==> src/hdl/eeprom_rst_pkg.sv <==
// constants, field layouts and carrier types for the eeprom reset and default-state block
// assumes a single 25 MHz clock and a plain address/strobe register port
package eeprom_rst_pkg;

	localparam int CLK_HZ          = 25_000_000;
	localparam int WRITE_CYCLE_MS  = 4;
	// longest time: rounds down to whole cycles
	localparam int WRITE_CYCLE_CLKS = (CLK_HZ / 1000) * WRITE_CYCLE_MS;

	localparam logic [7:0] SOFT_RESET_OPCODE = 8'h7c;
	localparam logic [3:0] OPCODE_BITS       = 4'h8;
	localparam logic [7:0] ERASED_BYTE       = 8'hff;
	localparam int         SERIAL_BYTES      = 16;
	localparam int         ID_PAGE_BYTES     = 32;
	localparam int         PARTITION_COUNT   = 4;

	// register offsets on the software port
	localparam logic [6:0] OFS_STATUS0   = 7'h00;
	localparam logic [6:0] OFS_STATUS1   = 7'h01;
	localparam logic [6:0] OFS_PART0     = 7'h02;
	localparam logic [6:0] OFS_UNDERVOLTAGE_LOCKOUT      = 7'h06;
	localparam logic [6:0] OFS_CONTROL   = 7'h07;
	localparam logic [6:0] OFS_SECURITY  = 7'h40;

	// status byte 0 fields
	localparam int S0_PROTECT_EN = 7;
	localparam int S0_BP_HI      = 3;
	localparam int S0_BP_LO      = 2;
	localparam int S0_WEL        = 1;
	localparam int S0_BUSY       = 0;
	// status byte 1 fields
	localparam int S1_MODE_SEL   = 7;
	localparam int S1_ECS        = 6;
	localparam int S1_FREEZE     = 5;
	localparam int S1_PARTITION_WRITE_ENABLE_LATCH       = 4;
	localparam int S1_BOUNDARY   = 3;
	localparam int S1_WLS        = 2;
	localparam int S1_BUSY       = 0;
	// partition register: behaviour bits above, endpoint below
	localparam int PART_END_HI   = 4;
	// control register fields
	localparam int CT_UNPROT     = 0;
	localparam int CT_SOFT_RESET_INSTR_SEEN  = 1;

	localparam logic [7:0] STATUS_RESET    = 8'h00;
	localparam logic [7:0] PARTITION_RESET = 8'h00;
	localparam logic [5:0] UNDERVOLTAGE_LOCKOUT_RESET      = 6'h00;

	typedef struct packed {
		logic cs_b;
		logic sck;
		logic si;
	} spi_pins_t;

	typedef struct packed {
		logic write_enable_latch;
		logic error_correct_state;
		logic partition_write_enable_latch;
		logic write_lockout_state;
	} volatile_bits_t;

	localparam volatile_bits_t VOLATILE_RESET = '0;

	typedef enum logic [2:0] {
		LINK_STANDBY = 3'b001,
		LINK_ACTIVE  = 3'b010,
		LINK_WAIT_HI = 3'b100
	} link_state_t;

endpackage : eeprom_rst_pkg

==> src/hdl/pin_sync.sv <==
// two-flop synchroniser for a group of asynchronous pins
// assumes the pins have no timing relation to clk_i
module pin_sync #(
	parameter int WIDTH = 3
) (
	input  wire logic             clk_i,
	input  wire logic             rst_b_i,
	input  wire logic [WIDTH-1:0] async_i,
	output logic      [WIDTH-1:0] sync_o
);

	logic [WIDTH-1:0] meta_ff;

	for (genvar g = 0; g < WIDTH; g++) begin : g_bit
		always_ff @(posedge clk_i or negedge rst_b_i) begin
			if (!rst_b_i) begin
				// reset low: a select already low at release never looks like a fresh fall
				meta_ff[g] <= 1'b0;
				sync_o[g]  <= 1'b0;
			end else begin
				meta_ff[g] <= async_i[g];
				sync_o[g]  <= meta_ff[g];
			end
		end
	end

endmodule : pin_sync

==> src/hdl/write_cycle_timer.sv <==
// self-timed internal write cycle: busy from start until the cycle count runs out
// assumes start_i is a one-cycle pulse on clk_i
module write_cycle_timer #(
	parameter int CYCLES = eeprom_rst_pkg::WRITE_CYCLE_CLKS
) (
	input  wire logic clk_i,
	input  wire logic rst_b_i,
	input  wire logic start_i,
	output logic      busy_o,
	output logic      done_o
);

	localparam int CW = $clog2(CYCLES + 1);

	logic [CW-1:0] count_ff;

	always_ff @(posedge clk_i or negedge rst_b_i) begin
		if (!rst_b_i) begin
			count_ff <= '0;
			busy_o   <= 1'b0;
			done_o   <= 1'b0;
		end else begin
			done_o <= 1'b0;
			if (start_i && !busy_o) begin
				count_ff <= CW'(CYCLES - 1);
				busy_o   <= 1'b1;
			end else if (busy_o) begin
				if (count_ff == '0) begin
					busy_o <= 1'b0;
					done_o <= 1'b1;
				end else begin
					count_ff <= count_ff - 1'b1;
				end
			end
		end
	end

endmodule : write_cycle_timer

==> src/hdl/eeprom_reset_default_state.sv <==
// reset, soft reset, write-cycle window and default register state of a serial eeprom
// assumes chip select, serial clock and serial data arrive asynchronously from an spi host;
// rst_b_i comes from the power-on detector; write_seq_valid_i comes from the instruction
// decoder on clk_i and is high while a complete valid write sequence has been shifted in

module eeprom_reset_default_state #(
	parameter int           WRITE_CYCLES  = eeprom_rst_pkg::WRITE_CYCLE_CLKS,
	// arbitrary value standing in for the factory serial number
	parameter logic [127:0] SERIAL_NUMBER = 128'h0123_4567_89ab_cdef_fedc_ba98_7654_3210
) (
	input  wire logic                      clk_i,
	input  wire logic                      rst_b_i,
	input  wire eeprom_rst_pkg::spi_pins_t spi_i,
	input  wire logic                      write_seq_valid_i,
	input  wire logic                      ecc_event_i,
	input  wire logic                      lockout_event_i,
	input  wire logic [6:0]                addr_i,
	input  wire logic [7:0]                wdata_i,
	input  wire logic                      wr_i,
	input  wire logic                      rd_i,
	output logic      [7:0]                rdata_o,
	output logic                           busy_o,
	output logic                           soft_reset_o,
	output logic                           array_unprotected_o,
	output logic                           instr_accept_o
);

	eeprom_rst_pkg::spi_pins_t      pins_sync;
	logic                           cs_b_q_ff;
	logic                           sck_q_ff;
	logic                           cs_fall;
	logic                           cs_rise;
	logic                           sck_rise;
	eeprom_rst_pkg::link_state_t    state_ff;
	eeprom_rst_pkg::link_state_t    nxt_state;
	logic [7:0]                     shift_ff;
	logic [3:0]                     bit_count_ff;
	logic                           overrun_ff;
	logic                           soft_reset_instr_valid;
	logic                           write_start;
	logic                           write_done;
	logic                           soft_reset_ff;
	logic                           soft_reset_instr_seen_ff;
	eeprom_rst_pkg::volatile_bits_t vol_ff;
	logic                           protect_en_ff;
	logic [1:0]                     block_protect_ff;
	logic                           mode_sel_ff;
	logic                           freeze_ff;
	logic                           boundary_ff;
	logic [7:0]                     part_ff [eeprom_rst_pkg::PARTITION_COUNT];
	logic [5:0]                     undervoltage_lockout_ff;
	logic [7:0]                     status0;
	logic [7:0]                     status1;
	logic [7:0]                     control;
	logic [7:0]                     security_byte;
	logic [6:0]                     sec_index;
	logic                           partitions_clear;
	logic                           wr_status0;
	logic                           wr_status1;
	logic                           wr_undervoltage_lockout;
	logic [7:0]                     nxt_rdata;

	// pins pass two flops before any logic looks at them
	pin_sync #(
		.WIDTH (3)
	) u_pin_sync (
		.clk_i   (clk_i),
		.rst_b_i (rst_b_i),
		.async_i (spi_i),
		.sync_o  (pins_sync)
	);

	always_ff @(posedge clk_i or negedge rst_b_i) begin
		if (!rst_b_i) begin
			// matches the synchroniser's reset view so no false fall follows release
			cs_b_q_ff <= 1'b0;
			sck_q_ff  <= 1'b0;
		end else begin
			cs_b_q_ff <= pins_sync.cs_b;
			sck_q_ff  <= pins_sync.sck;
		end
	end

	assign cs_fall  = cs_b_q_ff && !pins_sync.cs_b;
	assign cs_rise  = !cs_b_q_ff && pins_sync.cs_b;
	assign sck_rise = !sck_q_ff && pins_sync.sck;

	// link state: a select already low at reset release is not a valid start
	always_comb begin
		nxt_state = state_ff;
		case (state_ff)
			eeprom_rst_pkg::LINK_STANDBY: begin
				if (cs_fall) begin
					nxt_state = eeprom_rst_pkg::LINK_ACTIVE;
				end else if (!pins_sync.cs_b) begin
					nxt_state = eeprom_rst_pkg::LINK_WAIT_HI;
				end
			end
			eeprom_rst_pkg::LINK_ACTIVE: begin
				if (cs_rise) begin
					nxt_state = eeprom_rst_pkg::LINK_STANDBY;
				end
			end
			eeprom_rst_pkg::LINK_WAIT_HI: begin
				if (pins_sync.cs_b) begin
					nxt_state = eeprom_rst_pkg::LINK_STANDBY;
				end
			end
			default: nxt_state = eeprom_rst_pkg::LINK_STANDBY;
		endcase
	end

	// power-on reset holds the link in standby and drops everything shifted
	always_ff @(posedge clk_i or negedge rst_b_i) begin
		if (!rst_b_i) begin
			state_ff <= eeprom_rst_pkg::LINK_STANDBY;
		end else begin
			state_ff <= nxt_state;
		end
	end

	assign instr_accept_o = (state_ff == eeprom_rst_pkg::LINK_ACTIVE);

	// opcode capture on serial clock rising edges while selected
	always_ff @(posedge clk_i or negedge rst_b_i) begin
		if (!rst_b_i) begin
			shift_ff     <= 8'h00;
			bit_count_ff <= 4'h0;
			overrun_ff   <= 1'b0;
		end else if (cs_fall) begin
			shift_ff     <= 8'h00;
			bit_count_ff <= 4'h0;
			overrun_ff   <= 1'b0;
		end else if (instr_accept_o && sck_rise) begin
			if (bit_count_ff < eeprom_rst_pkg::OPCODE_BITS) begin
				shift_ff     <= {shift_ff[6:0], pins_sync.si};
				bit_count_ff <= bit_count_ff + 4'h1;
			end else begin
				overrun_ff <= 1'b1;
			end
		end
	end

	// exactly eight bits of the reset opcode, then deselect, and not busy
	assign soft_reset_instr_valid = instr_accept_o && cs_rise && !busy_o
		&& (bit_count_ff == eeprom_rst_pkg::OPCODE_BITS) && !overrun_ff
		&& (shift_ff == eeprom_rst_pkg::SOFT_RESET_OPCODE);

	// a write sequence only launches on its own deselect edge
	assign write_start = instr_accept_o && cs_rise && write_seq_valid_i && !busy_o;

	write_cycle_timer #(
		.CYCLES (WRITE_CYCLES)
	) u_write_cycle_timer (
		.clk_i   (clk_i),
		.rst_b_i (rst_b_i),
		.start_i (write_start),
		.busy_o  (busy_o),
		.done_o  (write_done)
	);

	// reset acts one clock after the deselect edge is seen, well inside the deselect time
	always_ff @(posedge clk_i or negedge rst_b_i) begin
		if (!rst_b_i) begin
			soft_reset_ff <= 1'b0;
			soft_reset_instr_seen_ff  <= 1'b0;
		end else begin
			soft_reset_ff <= soft_reset_instr_valid;
			if (soft_reset_instr_valid) begin
				soft_reset_instr_seen_ff <= 1'b1;
			end else if (wr_i && (addr_i == eeprom_rst_pkg::OFS_CONTROL)
				&& wdata_i[eeprom_rst_pkg::CT_SOFT_RESET_INSTR_SEEN]) begin
				soft_reset_instr_seen_ff <= 1'b0;
			end
		end
	end

	assign soft_reset_o = soft_reset_ff;

	assign wr_status0 = wr_i && (addr_i == eeprom_rst_pkg::OFS_STATUS0) && !busy_o;
	assign wr_status1 = wr_i && (addr_i == eeprom_rst_pkg::OFS_STATUS1) && !busy_o;
	assign wr_undervoltage_lockout    = wr_i && (addr_i == eeprom_rst_pkg::OFS_UNDERVOLTAGE_LOCKOUT) && !busy_o;

	// volatile latches: power-up and soft reset clear them, hardware events win over clears
	always_ff @(posedge clk_i or negedge rst_b_i) begin
		if (!rst_b_i) begin
			vol_ff <= eeprom_rst_pkg::VOLATILE_RESET;
		end else begin
			if (soft_reset_ff || write_done) begin
				vol_ff.write_enable_latch <= 1'b0;
			end else if (wr_status0) begin
				vol_ff.write_enable_latch <= wdata_i[eeprom_rst_pkg::S0_WEL];
			end
			if (ecc_event_i) begin
				vol_ff.error_correct_state <= 1'b1;
			end else if (soft_reset_ff) begin
				vol_ff.error_correct_state <= 1'b0;
			end else if (wr_status1) begin
				vol_ff.error_correct_state <= wdata_i[eeprom_rst_pkg::S1_ECS];
			end
			if (lockout_event_i) begin
				vol_ff.write_lockout_state <= 1'b1;
			end else if (soft_reset_ff) begin
				vol_ff.write_lockout_state <= 1'b0;
			end else if (wr_status1) begin
				vol_ff.write_lockout_state <= wdata_i[eeprom_rst_pkg::S1_WLS];
			end
			if (soft_reset_ff) begin
				vol_ff.partition_write_enable_latch <= 1'b0;
			end else if (wr_status1) begin
				vol_ff.partition_write_enable_latch <= wdata_i[eeprom_rst_pkg::S1_PARTITION_WRITE_ENABLE_LATCH];
			end
		end
	end

	// nonvolatile status bits, factory default zero; soft reset leaves them alone
	always_ff @(posedge clk_i or negedge rst_b_i) begin
		if (!rst_b_i) begin
			protect_en_ff    <= 1'b0;
			block_protect_ff <= 2'b00;
		end else if (wr_status0 && !protect_en_ff) begin
			protect_en_ff    <= wdata_i[eeprom_rst_pkg::S0_PROTECT_EN];
			block_protect_ff <= wdata_i[eeprom_rst_pkg::S0_BP_HI:eeprom_rst_pkg::S0_BP_LO];
		end
	end

	// freeze is one-way: once set only power-up clears it here
	always_ff @(posedge clk_i or negedge rst_b_i) begin
		if (!rst_b_i) begin
			mode_sel_ff <= 1'b0;
			freeze_ff   <= 1'b0;
			boundary_ff <= 1'b0;
		end else if (wr_status1 && !freeze_ff) begin
			mode_sel_ff <= wdata_i[eeprom_rst_pkg::S1_MODE_SEL];
			freeze_ff   <= wdata_i[eeprom_rst_pkg::S1_FREEZE];
			boundary_ff <= wdata_i[eeprom_rst_pkg::S1_BOUNDARY];
		end
	end

	// partition registers, one per entry
	for (genvar p = 0; p < eeprom_rst_pkg::PARTITION_COUNT; p++) begin : g_part
		logic wr_part;
		assign wr_part = wr_i && !busy_o && !freeze_ff
			&& (addr_i == eeprom_rst_pkg::OFS_PART0 + 7'(p));
		always_ff @(posedge clk_i or negedge rst_b_i) begin
			if (!rst_b_i) begin
				part_ff[p] <= eeprom_rst_pkg::PARTITION_RESET;
			end else if (wr_part) begin
				part_ff[p][7:eeprom_rst_pkg::PART_END_HI+1] <=
					wdata_i[7:eeprom_rst_pkg::PART_END_HI+1];
				if (!boundary_ff) begin
					part_ff[p][eeprom_rst_pkg::PART_END_HI:0] <=
						wdata_i[eeprom_rst_pkg::PART_END_HI:0];
				end
			end
		end
	end

	always_ff @(posedge clk_i or negedge rst_b_i) begin
		if (!rst_b_i) begin
			undervoltage_lockout_ff <= eeprom_rst_pkg::UNDERVOLTAGE_LOCKOUT_RESET;
		end else if (wr_undervoltage_lockout) begin
			undervoltage_lockout_ff <= wdata_i[5:0];
		end
	end

	// partitions of 00h carry no protection, so the whole array stays writable
	assign partitions_clear = (part_ff[0] == eeprom_rst_pkg::PARTITION_RESET)
		&& (part_ff[1] == eeprom_rst_pkg::PARTITION_RESET)
		&& (part_ff[2] == eeprom_rst_pkg::PARTITION_RESET)
		&& (part_ff[3] == eeprom_rst_pkg::PARTITION_RESET);

	// coarse view only: a nonzero setting of the selected scheme (partitions or block protect) counts as protected
	assign array_unprotected_o = mode_sel_ff ? partitions_clear
		: (block_protect_ff == 2'b00);

	always_comb begin
		status0 = eeprom_rst_pkg::STATUS_RESET;
		status0[eeprom_rst_pkg::S0_PROTECT_EN]                          = protect_en_ff;
		status0[eeprom_rst_pkg::S0_BP_HI:eeprom_rst_pkg::S0_BP_LO]      = block_protect_ff;
		status0[eeprom_rst_pkg::S0_WEL]                                 = vol_ff.write_enable_latch;
		status0[eeprom_rst_pkg::S0_BUSY]                                = busy_o;
	end

	always_comb begin
		status1 = eeprom_rst_pkg::STATUS_RESET;
		status1[eeprom_rst_pkg::S1_MODE_SEL] = mode_sel_ff;
		status1[eeprom_rst_pkg::S1_ECS]      = vol_ff.error_correct_state;
		status1[eeprom_rst_pkg::S1_FREEZE]   = freeze_ff;
		status1[eeprom_rst_pkg::S1_PARTITION_WRITE_ENABLE_LATCH]     = vol_ff.partition_write_enable_latch;
		status1[eeprom_rst_pkg::S1_BOUNDARY] = boundary_ff;
		status1[eeprom_rst_pkg::S1_WLS]      = vol_ff.write_lockout_state;
		status1[eeprom_rst_pkg::S1_BUSY]     = busy_o;
	end

	always_comb begin
		control = 8'h00;
		control[eeprom_rst_pkg::CT_UNPROT]    = array_unprotected_o;
		control[eeprom_rst_pkg::CT_SOFT_RESET_INSTR_SEEN] = soft_reset_instr_seen_ff;
	end

	// security window: serial number low bytes, erased id page above
	assign sec_index = addr_i - eeprom_rst_pkg::OFS_SECURITY;

	always_comb begin
		security_byte = eeprom_rst_pkg::ERASED_BYTE;
		if (sec_index < 7'(eeprom_rst_pkg::SERIAL_BYTES)) begin
			security_byte = SERIAL_NUMBER[sec_index[3:0]*8 +: 8];
		end
	end

	always_comb begin
		nxt_rdata = 8'h00;
		if (addr_i == eeprom_rst_pkg::OFS_STATUS0) begin
			nxt_rdata = status0;
		end else if (addr_i == eeprom_rst_pkg::OFS_STATUS1) begin
			nxt_rdata = status1;
		end else if ((addr_i >= eeprom_rst_pkg::OFS_PART0)
			&& (addr_i < eeprom_rst_pkg::OFS_UNDERVOLTAGE_LOCKOUT)) begin
			nxt_rdata = part_ff[2'(addr_i - eeprom_rst_pkg::OFS_PART0)];
		end else if (addr_i == eeprom_rst_pkg::OFS_UNDERVOLTAGE_LOCKOUT) begin
			nxt_rdata = {2'b00, undervoltage_lockout_ff};
		end else if (addr_i == eeprom_rst_pkg::OFS_CONTROL) begin
			nxt_rdata = control;
		end else if ((addr_i >= eeprom_rst_pkg::OFS_SECURITY)
			&& (sec_index < 7'(eeprom_rst_pkg::SERIAL_BYTES + eeprom_rst_pkg::ID_PAGE_BYTES))) begin
			nxt_rdata = security_byte;
		end
	end

	// read data stand only in the cycle after the strobe
	always_ff @(posedge clk_i or negedge rst_b_i) begin
		if (!rst_b_i) begin
			rdata_o <= 8'h00;
		end else if (rd_i) begin
			rdata_o <= nxt_rdata;
		end else begin
			rdata_o <= 8'h00;
		end
	end

endmodule : eeprom_reset_default_state

==> config.mk <==
export PLATFORM = sky130hd
export DESIGN_NAME = eeprom_reset_default_state
export DESIGN_NICKNAME = d
export VERILOG_FILES = /design/src/hdl/eeprom_rst_pkg.sv /design/src/hdl/pin_sync.sv /design/src/hdl/write_cycle_timer.sv /design/src/hdl/eeprom_reset_default_state.sv
export SDC_FILE = /design/constraint.sdc
export NUM_CORES = 1
export LEC_CHECK = 0
export ABC_AREA = 1
export ABC_CLOCK_PERIOD_IN_PS = 2150
export BUFFER_PORTS_ARGS = -buffer_cell sky130_fd_sc_hd__buf_2
export CAP_MARGIN = 30
export CORE_MARGIN = 2
export CORE_UTILIZATION = 60
export CTS_BUF_LIST = sky130_fd_sc_hd__clkbuf_16
export DETAILED_ROUTE_END_ITERATION = 8
export GPL_TIMING_DRIVEN = 0
export PLACE_DENSITY = 0.87
export SYNTH_ARGS = -nofsm -noshare
export SYNTH_HDL_FRONTEND = slang
export SYNTH_SLANG_ARGS = --single-unit
==> constraint.sdc <==
create_clock -name clk_i -period 2.15 [get_ports clk_i]
set_clock_uncertainty 0.15 [all_clocks]
set_input_delay 0 -clock clk_i [delete_from_list [all_inputs] [get_ports clk_i]]
set_output_delay 0 -clock clk_i [all_outputs]
set_load 0.01 [all_outputs]
==> flow_metrics.tcl, run 1 <==
set metrics [dict create \
    die_area_sq_um 8942 \
    final_common_cell "nand2_1" \
    reg2reg_from "u_write_cycle_timer.busy_o" \
    clk_pin_slew_ns 0.08 \
    finalCritPeriodShare 0.9204 \
    p_per_area_nw_per_um2 702.2 \
    syn_area_sq_um 4921 \
    maxSlewHeadroom 0.6660 \
    start_util 0.6081 \
    yosysWarnings 0 \
    fp.dieH_um 94.56 \
    grt_pass1_vias 4386 \
    clock_latency_ns 0.34 \
    ir_worst_vdd_mv 0.6101 \
    vias_per_cell 5.833 \
    cts_max_path_buffers 2 \
    multiInputGateArea_sq_um 2086 \
    syn_to_final_growth_pct 19.83 \
    wire_per_inst_um 15.98 \
    finalMaxSlewViolations 0 \
    die-width_um 94.56 \
    grt_usage 0.2910 \
    drive_gt1_frac 0.1473 \
    dpl.cell_count 731 \
    antenna_found_initial 0 \
    root_buffer "clkbuf_16" \
    ys_ff_latch 101 \
    cts_tree "yes" \
    startpoint_type "flop" \
    p_leak_nw 2.849 \
    drc 0 \
    setup_violations 0 \
    synth_nets 621 \
    tightest_slew_ns 0.5010 \
    path_class "flop to flop" \
    grt.overflow.total 0 \
    cp.required_ns 2.22 \
    grt_max_degree 67 \
    num_antenna_cells 0 \
    grt_pass1_wl_mm 20.24 \
    regArea_sq_um 2530 \
    hold_viol 0 \
    cts-buffers-inserted 9 \
    worstHoldPathType "input pin to async pin" \
    avgSynthCellArea_sq_um 8.327 \
    max_cap_violations 0 \
    routabilityCongestion 0.9265 \
    fin_setup_tns_ns 0 \
    min_period_ns 1.979 \
    post-route-util 0.7287 \
    dr_total_vias 4532 \
    dp_hpwl_mm 8.300 \
    endpoint_kind "flop" \
    async_flop_share 1.000 \
    yosysSeqAreaShare 0.5139 \
    critical_path.startpoint "u_write_cycle_timer.busy_o" \
    fin_cells 777 \
    port_buffers 34 \
    fillerInstances 548 \
    coreArea_sq_um 8093 \
    max_freq_mhz 505.3 \
    syn_inst 591 \
    final_nets 697 \
    worstPathArrival_ns 2.05 \
    status "complete, no violations" \
    ioPinCount 37 \
    row_count 33 \
    rsz0062_at_grt "no" \
    cp_max_fo 10 \
    synth_edf_count 0 \
    drtIter0Drc 294 \
    synth_cell_types 47 \
    drt-pass1-iter-count 7 \
    antenna_left 0 \
    cts_max_level 3 \
    routed_wl_mm 12.42 \
    synth-main-ff-cell "dfrtp_1" \
    clkSinkCount 101 \
    final_cell_mix "109 x nand2_1, 99 x dfrtp_1, 79 x o21ai_0, 79 x nor2_1, 76 x inv_1" \
]
-- cells in the mapped netlist, types with 2 or more instances --
| master | count | area, sq um |
|---|---|---|
| nor3_2 | 2 | 20.02 |
| nand3_1 | 20 | 100.1 |
| or2_2 | 5 | 31.28 |
| a31oi_1 | 8 | 50.05 |
| a21oi_1 | 18 | 90.09 |
| dfrtp_1 | 100 | 2502 |
| nand4_1 | 7 | 43.79 |
| o31ai_1 | 5 | 37.54 |
| o21bai_1 | 3 | 22.52 |
| nand2_1 | 110 | 412.9 |
| ha_1 | 5 | 62.56 |
| nand2_2 | 8 | 50.05 |
| o22ai_1 | 4 | 25.02 |
| nand4_2 | 2 | 25.02 |
| nand3b_1 | 2 | 15.01 |
| o21ai_1 | 7 | 35.03 |
| inv_2 | 3 | 11.26 |
| xor2_1 | 3 | 26.28 |
| buf_2 | 2 | 10.01 |
| nor3_1 | 9 | 45.04 |
| xnor2_1 | 3 | 26.28 |
| nor2_2 | 3 | 18.77 |
| nand3_2 | 2 | 20.02 |
| inv_1 | 76 | 285.3 |
| buf_4 | 3 | 22.52 |
| nor2_1 | 80 | 300.3 |
| o221ai_1 | 3 | 26.28 |
| o21ai_0 | 79 | 395.4 |
-- flip-flops by register name, summed over array words and instances, names as in the netlist, 2 cells and up --
name and cells:
shift_ff 8, u_pin_sync.meta_ff 3, state_ff 3, status1 3, rdata_o 8, undervoltage_lockout_ff 6, bit_count_ff 4, part_ff 32
block_protect_ff 2, u_pin_sync.sync_o 3, u_write_cycle_timer.count_ff 17
-- path summary, 6_finish.rpt --
check	to	slack, ns	cells after the start
max	part_ff[18]	0.17	8
min	part_ff[13]	0.008	2
max reg2reg	part_ff[18]	0.17	8
min reg2reg	u_pin_sync.sync_o[1]	0.21	0
max in group asynchronous	state_ff[0]	1.11	3
min in group clk_i	rdata_o[5]	0.06	4
-- metrics by stage --
stage	setup WS, ns	hold WS (ns)	area [sq um]	power [mW]
2_1_floorplan	0.3502	-0.4456	4921	2.250
3_3_place_gp	-0.02962	-0.04014	5223	2.373
3_5_place_dp	0.07848	-0.1585	5253	2.410
4_1_cts	0.01552	0.01159	5816	4.149
5_1_grt	0.03527	0.05773	5897	4.290
6_report	0.1711	0.007682	5897	4.141
-- logic make-up (layout without fill, tap and decap cells) --
logic type	Yosys count	count (layout)	share of synthesized area
AOI/OAI and AO/OA	135	135	0.1541
xor gates and xnor gates	6	6	0.01068
and+or+nand+nor	258	258	0.2398
DFF	101	101	0.5139
adders and majority gates	5	5	0.01271
buffers and inverters	86	167	0.06890
-- repair_timing --
action	CTS	global route
resized for setup	0	9
hold buffers	24	0
hold endpoints to repair	167	0
setup endpoints to repair	0	23
setup buffers	0	6
-- metal layers --
layer / GRT usage / part of all wire / wire, um / vias up
met5: 0 / 0 / 0 / -
met4: 0.1449 / 0.049 / 607 / 0
met3: 0.07023 / 0.067 / 838 / 69
met2: 0.4833 / 0.49 / 6123 / 236
met1: 0.3565 / 0.39 / 4848 / 2124
li1: - / - / - / 2103
-- area by class of cell --
cell class	instances	area share
inverters	81	0.05241
plain buffers	5	0.005517
clock inverters	7	0.01655
multi-input cells	404	0.3537
clock buffers	9	0.03819
well taps	105	0.02228
repair buffers	65	0.08233
flip-flops and latches	101	0.4290
-- worst max-delay path, cell delays in order (launching register included) --
cell and delay [ns]:
dfrtp_2 0.47, inv_4 0.12, nand2_2 0.10, inv_1 0.15
nand2_2 0.12, nor3_2 0.31, nand2_2 0.21, nand2_1 0.13
o21ai_0 0.09
-- where the power goes --
| part | internal, mW | switching [mW] |
|---|---|---|
| Combinational | 0.142 | 0.250 |
| Sequential | 1.97 | 0.0539 |
| Clock | 0.944 | 0.780 |
(Power assumes the default switching activity.)
==> inputs of run 2 (changes only) <==
ABC_CLOCK_PERIOD_IN_PS = 2300   (was 2150)
CORE_UTILIZATION = 63   (was 60)
PLACE_DENSITY = 0.9   (was 0.87)
clock period = 2.3 ns   (was 2.15 ns; I/O delays follow)
==> run 2 against run 1 <==
Effect of this change: the flow now finishes with violations (design-rule violations, negative setup slack); combinational power decreased by 2%; sequential power decreased by 7%; power down 8.0%; largest cell class unchanged; flip-flop and latch count stayed put; sequential share of layout area shrank 0.085 points; critical path type is now input pin to flop; via count rose by 3.4%; critical path depth up 3; core utilization increased by 4.4 points; clock power shrank 11%; non-clock buffer count increased by 1.
==> flow_metrics.tcl, run 2 (synthesized netlist as in run 1, its figures left out) <==
set metrics [dict create \
    coreArea_sq_um 7647 \
    finalMaxSlewViolations 0 \
    clk_pin_slew_ns 0.08 \
    path_cells "dlygate4sd3_1, buf_2, nor2_1, nand2_1, nor2_2, nand2_2, nor2_4, inv_1, nor2_1, o21bai_1, dlygate4sd3_1" \
    cp.required_ns 2.37 \
    root_buffer "clkbuf_16" \
    ir_worst_vdd_mv 0.6611 \
    cts_max_path_buffers 2 \
    syn_to_final_growth_pct 20.01 \
    fin_setup_tns_ns -0.2106 \
    power_mw 3.809 \
    final_nets 698 \
    wire_per_inst_um 17.33 \
    fin_cells 775 \
    critPathBufInv 4 \
    final_cell_mix "109 x nand2_1, 100 x dfrtp_1, 79 x o21ai_0" \
    dr_total_vias 4685 \
    die-width_um 92.38 \
    startpoint_type "input pin" \
    hold_viol 0 \
    cts_tree "yes" \
    pre_cts_ws_ns 0.2234 \
    dpl.cell_count 728 \
    max_stage_delay_ns 0.59 \
    grt_pass1_vias 4634 \
    drive_gt1_frac 0.1516 \
    antenna_found_initial 0 \
    reg.largest.list "part_ff: 32 flops, u_write_cycle_timer.count_ff: 17 flops" \
    cp_slowest_cell "dlygate4sd3_1" \
    setup_slack_ns -0.08672 \
    vias_per_cell 6.045 \
    cp_max_fo 5 \
    antenna_left 0 \
    r2r_slack_ns 0.15 \
    ioPinCount 37 \
    regArea_sq_um 2529 \
    row_count 32 \
    cts_max_level 3 \
    dp_hpwl_mm 8.237 \
    switching_share 0.2737 \
    regMostFlops "part_ff" \
    p_leak_nw 2.851 \
    port_buffers 34 \
    clockPowerShare 0.402 \
    maxSlewHeadroom 0.6881 \
    multiInputGateArea_sq_um 2081 \
    drc 3 \
    p_per_area_nw_per_um2 645.0 \
    drtIter0Drc 533 \
    endpoint_kind "flop" \
    grt_usage 0.3345 \
    cts-buffers-inserted 9 \
    comb_power_share 0.101 \
    largest_reg_flops 32 \
    max_cap_violations 0 \
    min_period_ns 2.387 \
    path_class "input pin to flop" \
    clkSinkCount 101 \
    num_antenna_cells 0 \
    dpl-instance-area_sq_um 5249 \
    clock_latency_ns 0.35 \
    grt.overflow.total 0 \
    fillerInstances 479 \
    routed_wl_mm 13.43 \
    p_switching_mw 1.042 \
    setup_violations 3 \
    drt-pass1-iter-count 9 \
    power.internal_mw 2.767 \
    status "finished, violations left" \
    max_freq_mhz 419.0 \
    die_area_sq_um 8534 \
    routabilityCongestion 0.9602 \
    start_util 0.6435 \
    seq_power_share 0.497 \
    finalCritPeriodShare 1.038 \
    grt_pass1_wl_mm 22.11 \
    failed_checks "design-rule violations, negative setup slack" \
    stdcell_area_sq_um 5906 \
    grt_max_degree 78 \
    final_common_cell "nand2_1" \
    crit_family "buffers and inverters" \
    worstPathArrival_ns 2.46 \
    tightest_slew_ns 0.4661 \
    fp.dieH_um 92.38 \
    worstHoldPathType "input pin to async pin" \
]
## run 2: cell types whose count changed in the layout (fill, tap and decap cells not counted), moves of 2 or more
cell	delta
inv_2	+2
nor2_2	+4
clkinv_8	+2
nor2_1	-5
## run 2: final timing paths
| path | from | endpoint | cells past startpoint |
|---|---|---|---|
| max reg2reg | u_write_cycle_timer.busy_o | status1[2] | 7 |
| min | rst_b_i | part_ff[13] | 3 |
| max in group asynchronous | rst_b_i | part_ff[27] | 4 |
| max | addr_i[6] | status1[2] | 11 |
| min in group clk_i | addr_i[2] | undervoltage_lockout_ff[1] | 6 |
| min reg2reg | u_pin_sync.meta_ff[2] | u_pin_sync.sync_o[2] | 0 |
## run 2: per-stage QoR
| stage | util | hold WS (ns) |
|---|---|---|
| 2_1_floorplan | - | -0.4456 |
| 3_3_place_gp | 0.6824 | -0.04218 |
| 3_5_place_dp | 0.6864 | -0.2171 |
| 4_1_cts | 0.7601 | 0.01993 |
| 5_1_grt | 0.7723 | 0.08851 |
| 6_report | 0.7723 | 0.04760 |
## run 2: cell type report
cell class / instances / area share
timing repair buffer: 66 / 0.08729
clock inverter: 7 / 0.01504
tap: 102 / 0.02161
inverter: 81 / 0.05191
sequential: 101 / 0.4282
multi-input combinational: 404 / 0.3523
buffer: 5 / 0.005508
clock buffer: 9 / 0.03814
## run 2: what timing repair did
item	in CTS	in global routing
hold buffers	25	0
buffers inserted	0	5
hold endpoints to repair	167	0
endpoints found under the setup margin	0	8
gates resized for setup	0	10
## run 2: worst reg2reg max path, cell delays in order (launching register included)
cell	delay, ns
dfrtp_1	0.46
inv_2	0.16
nand2_1	0.17
nor2_4	0.19
inv_1	0.09
nor2_1	0.12
o21bai_1	0.10
dlygate4sd3_1	0.59
## run 2: per-layer routing
metal | GRT usage | up-vias | wire length, um
li1 | - | 2107 | -
met1 | 0.3972 | 2156 | 4812
met2 | 0.5499 | 327 | 6517
met3 | 0.09276 | 95 | 1286
met4 | 0.1878 | 0 | 816
met5 | 0 | - | 0
## run 2: power by group through the flow
stage                     clock network [mW]  logic, mW  registers [mW]
after floorplan                            0      0.183            1.92
final                                   1.53      0.384            1.89
after CTS                               1.55      0.356            1.89
after detailed placement                   0      0.320            1.92
after global placement                     0      0.296            1.92
after global routing                    1.63      0.426            1.90
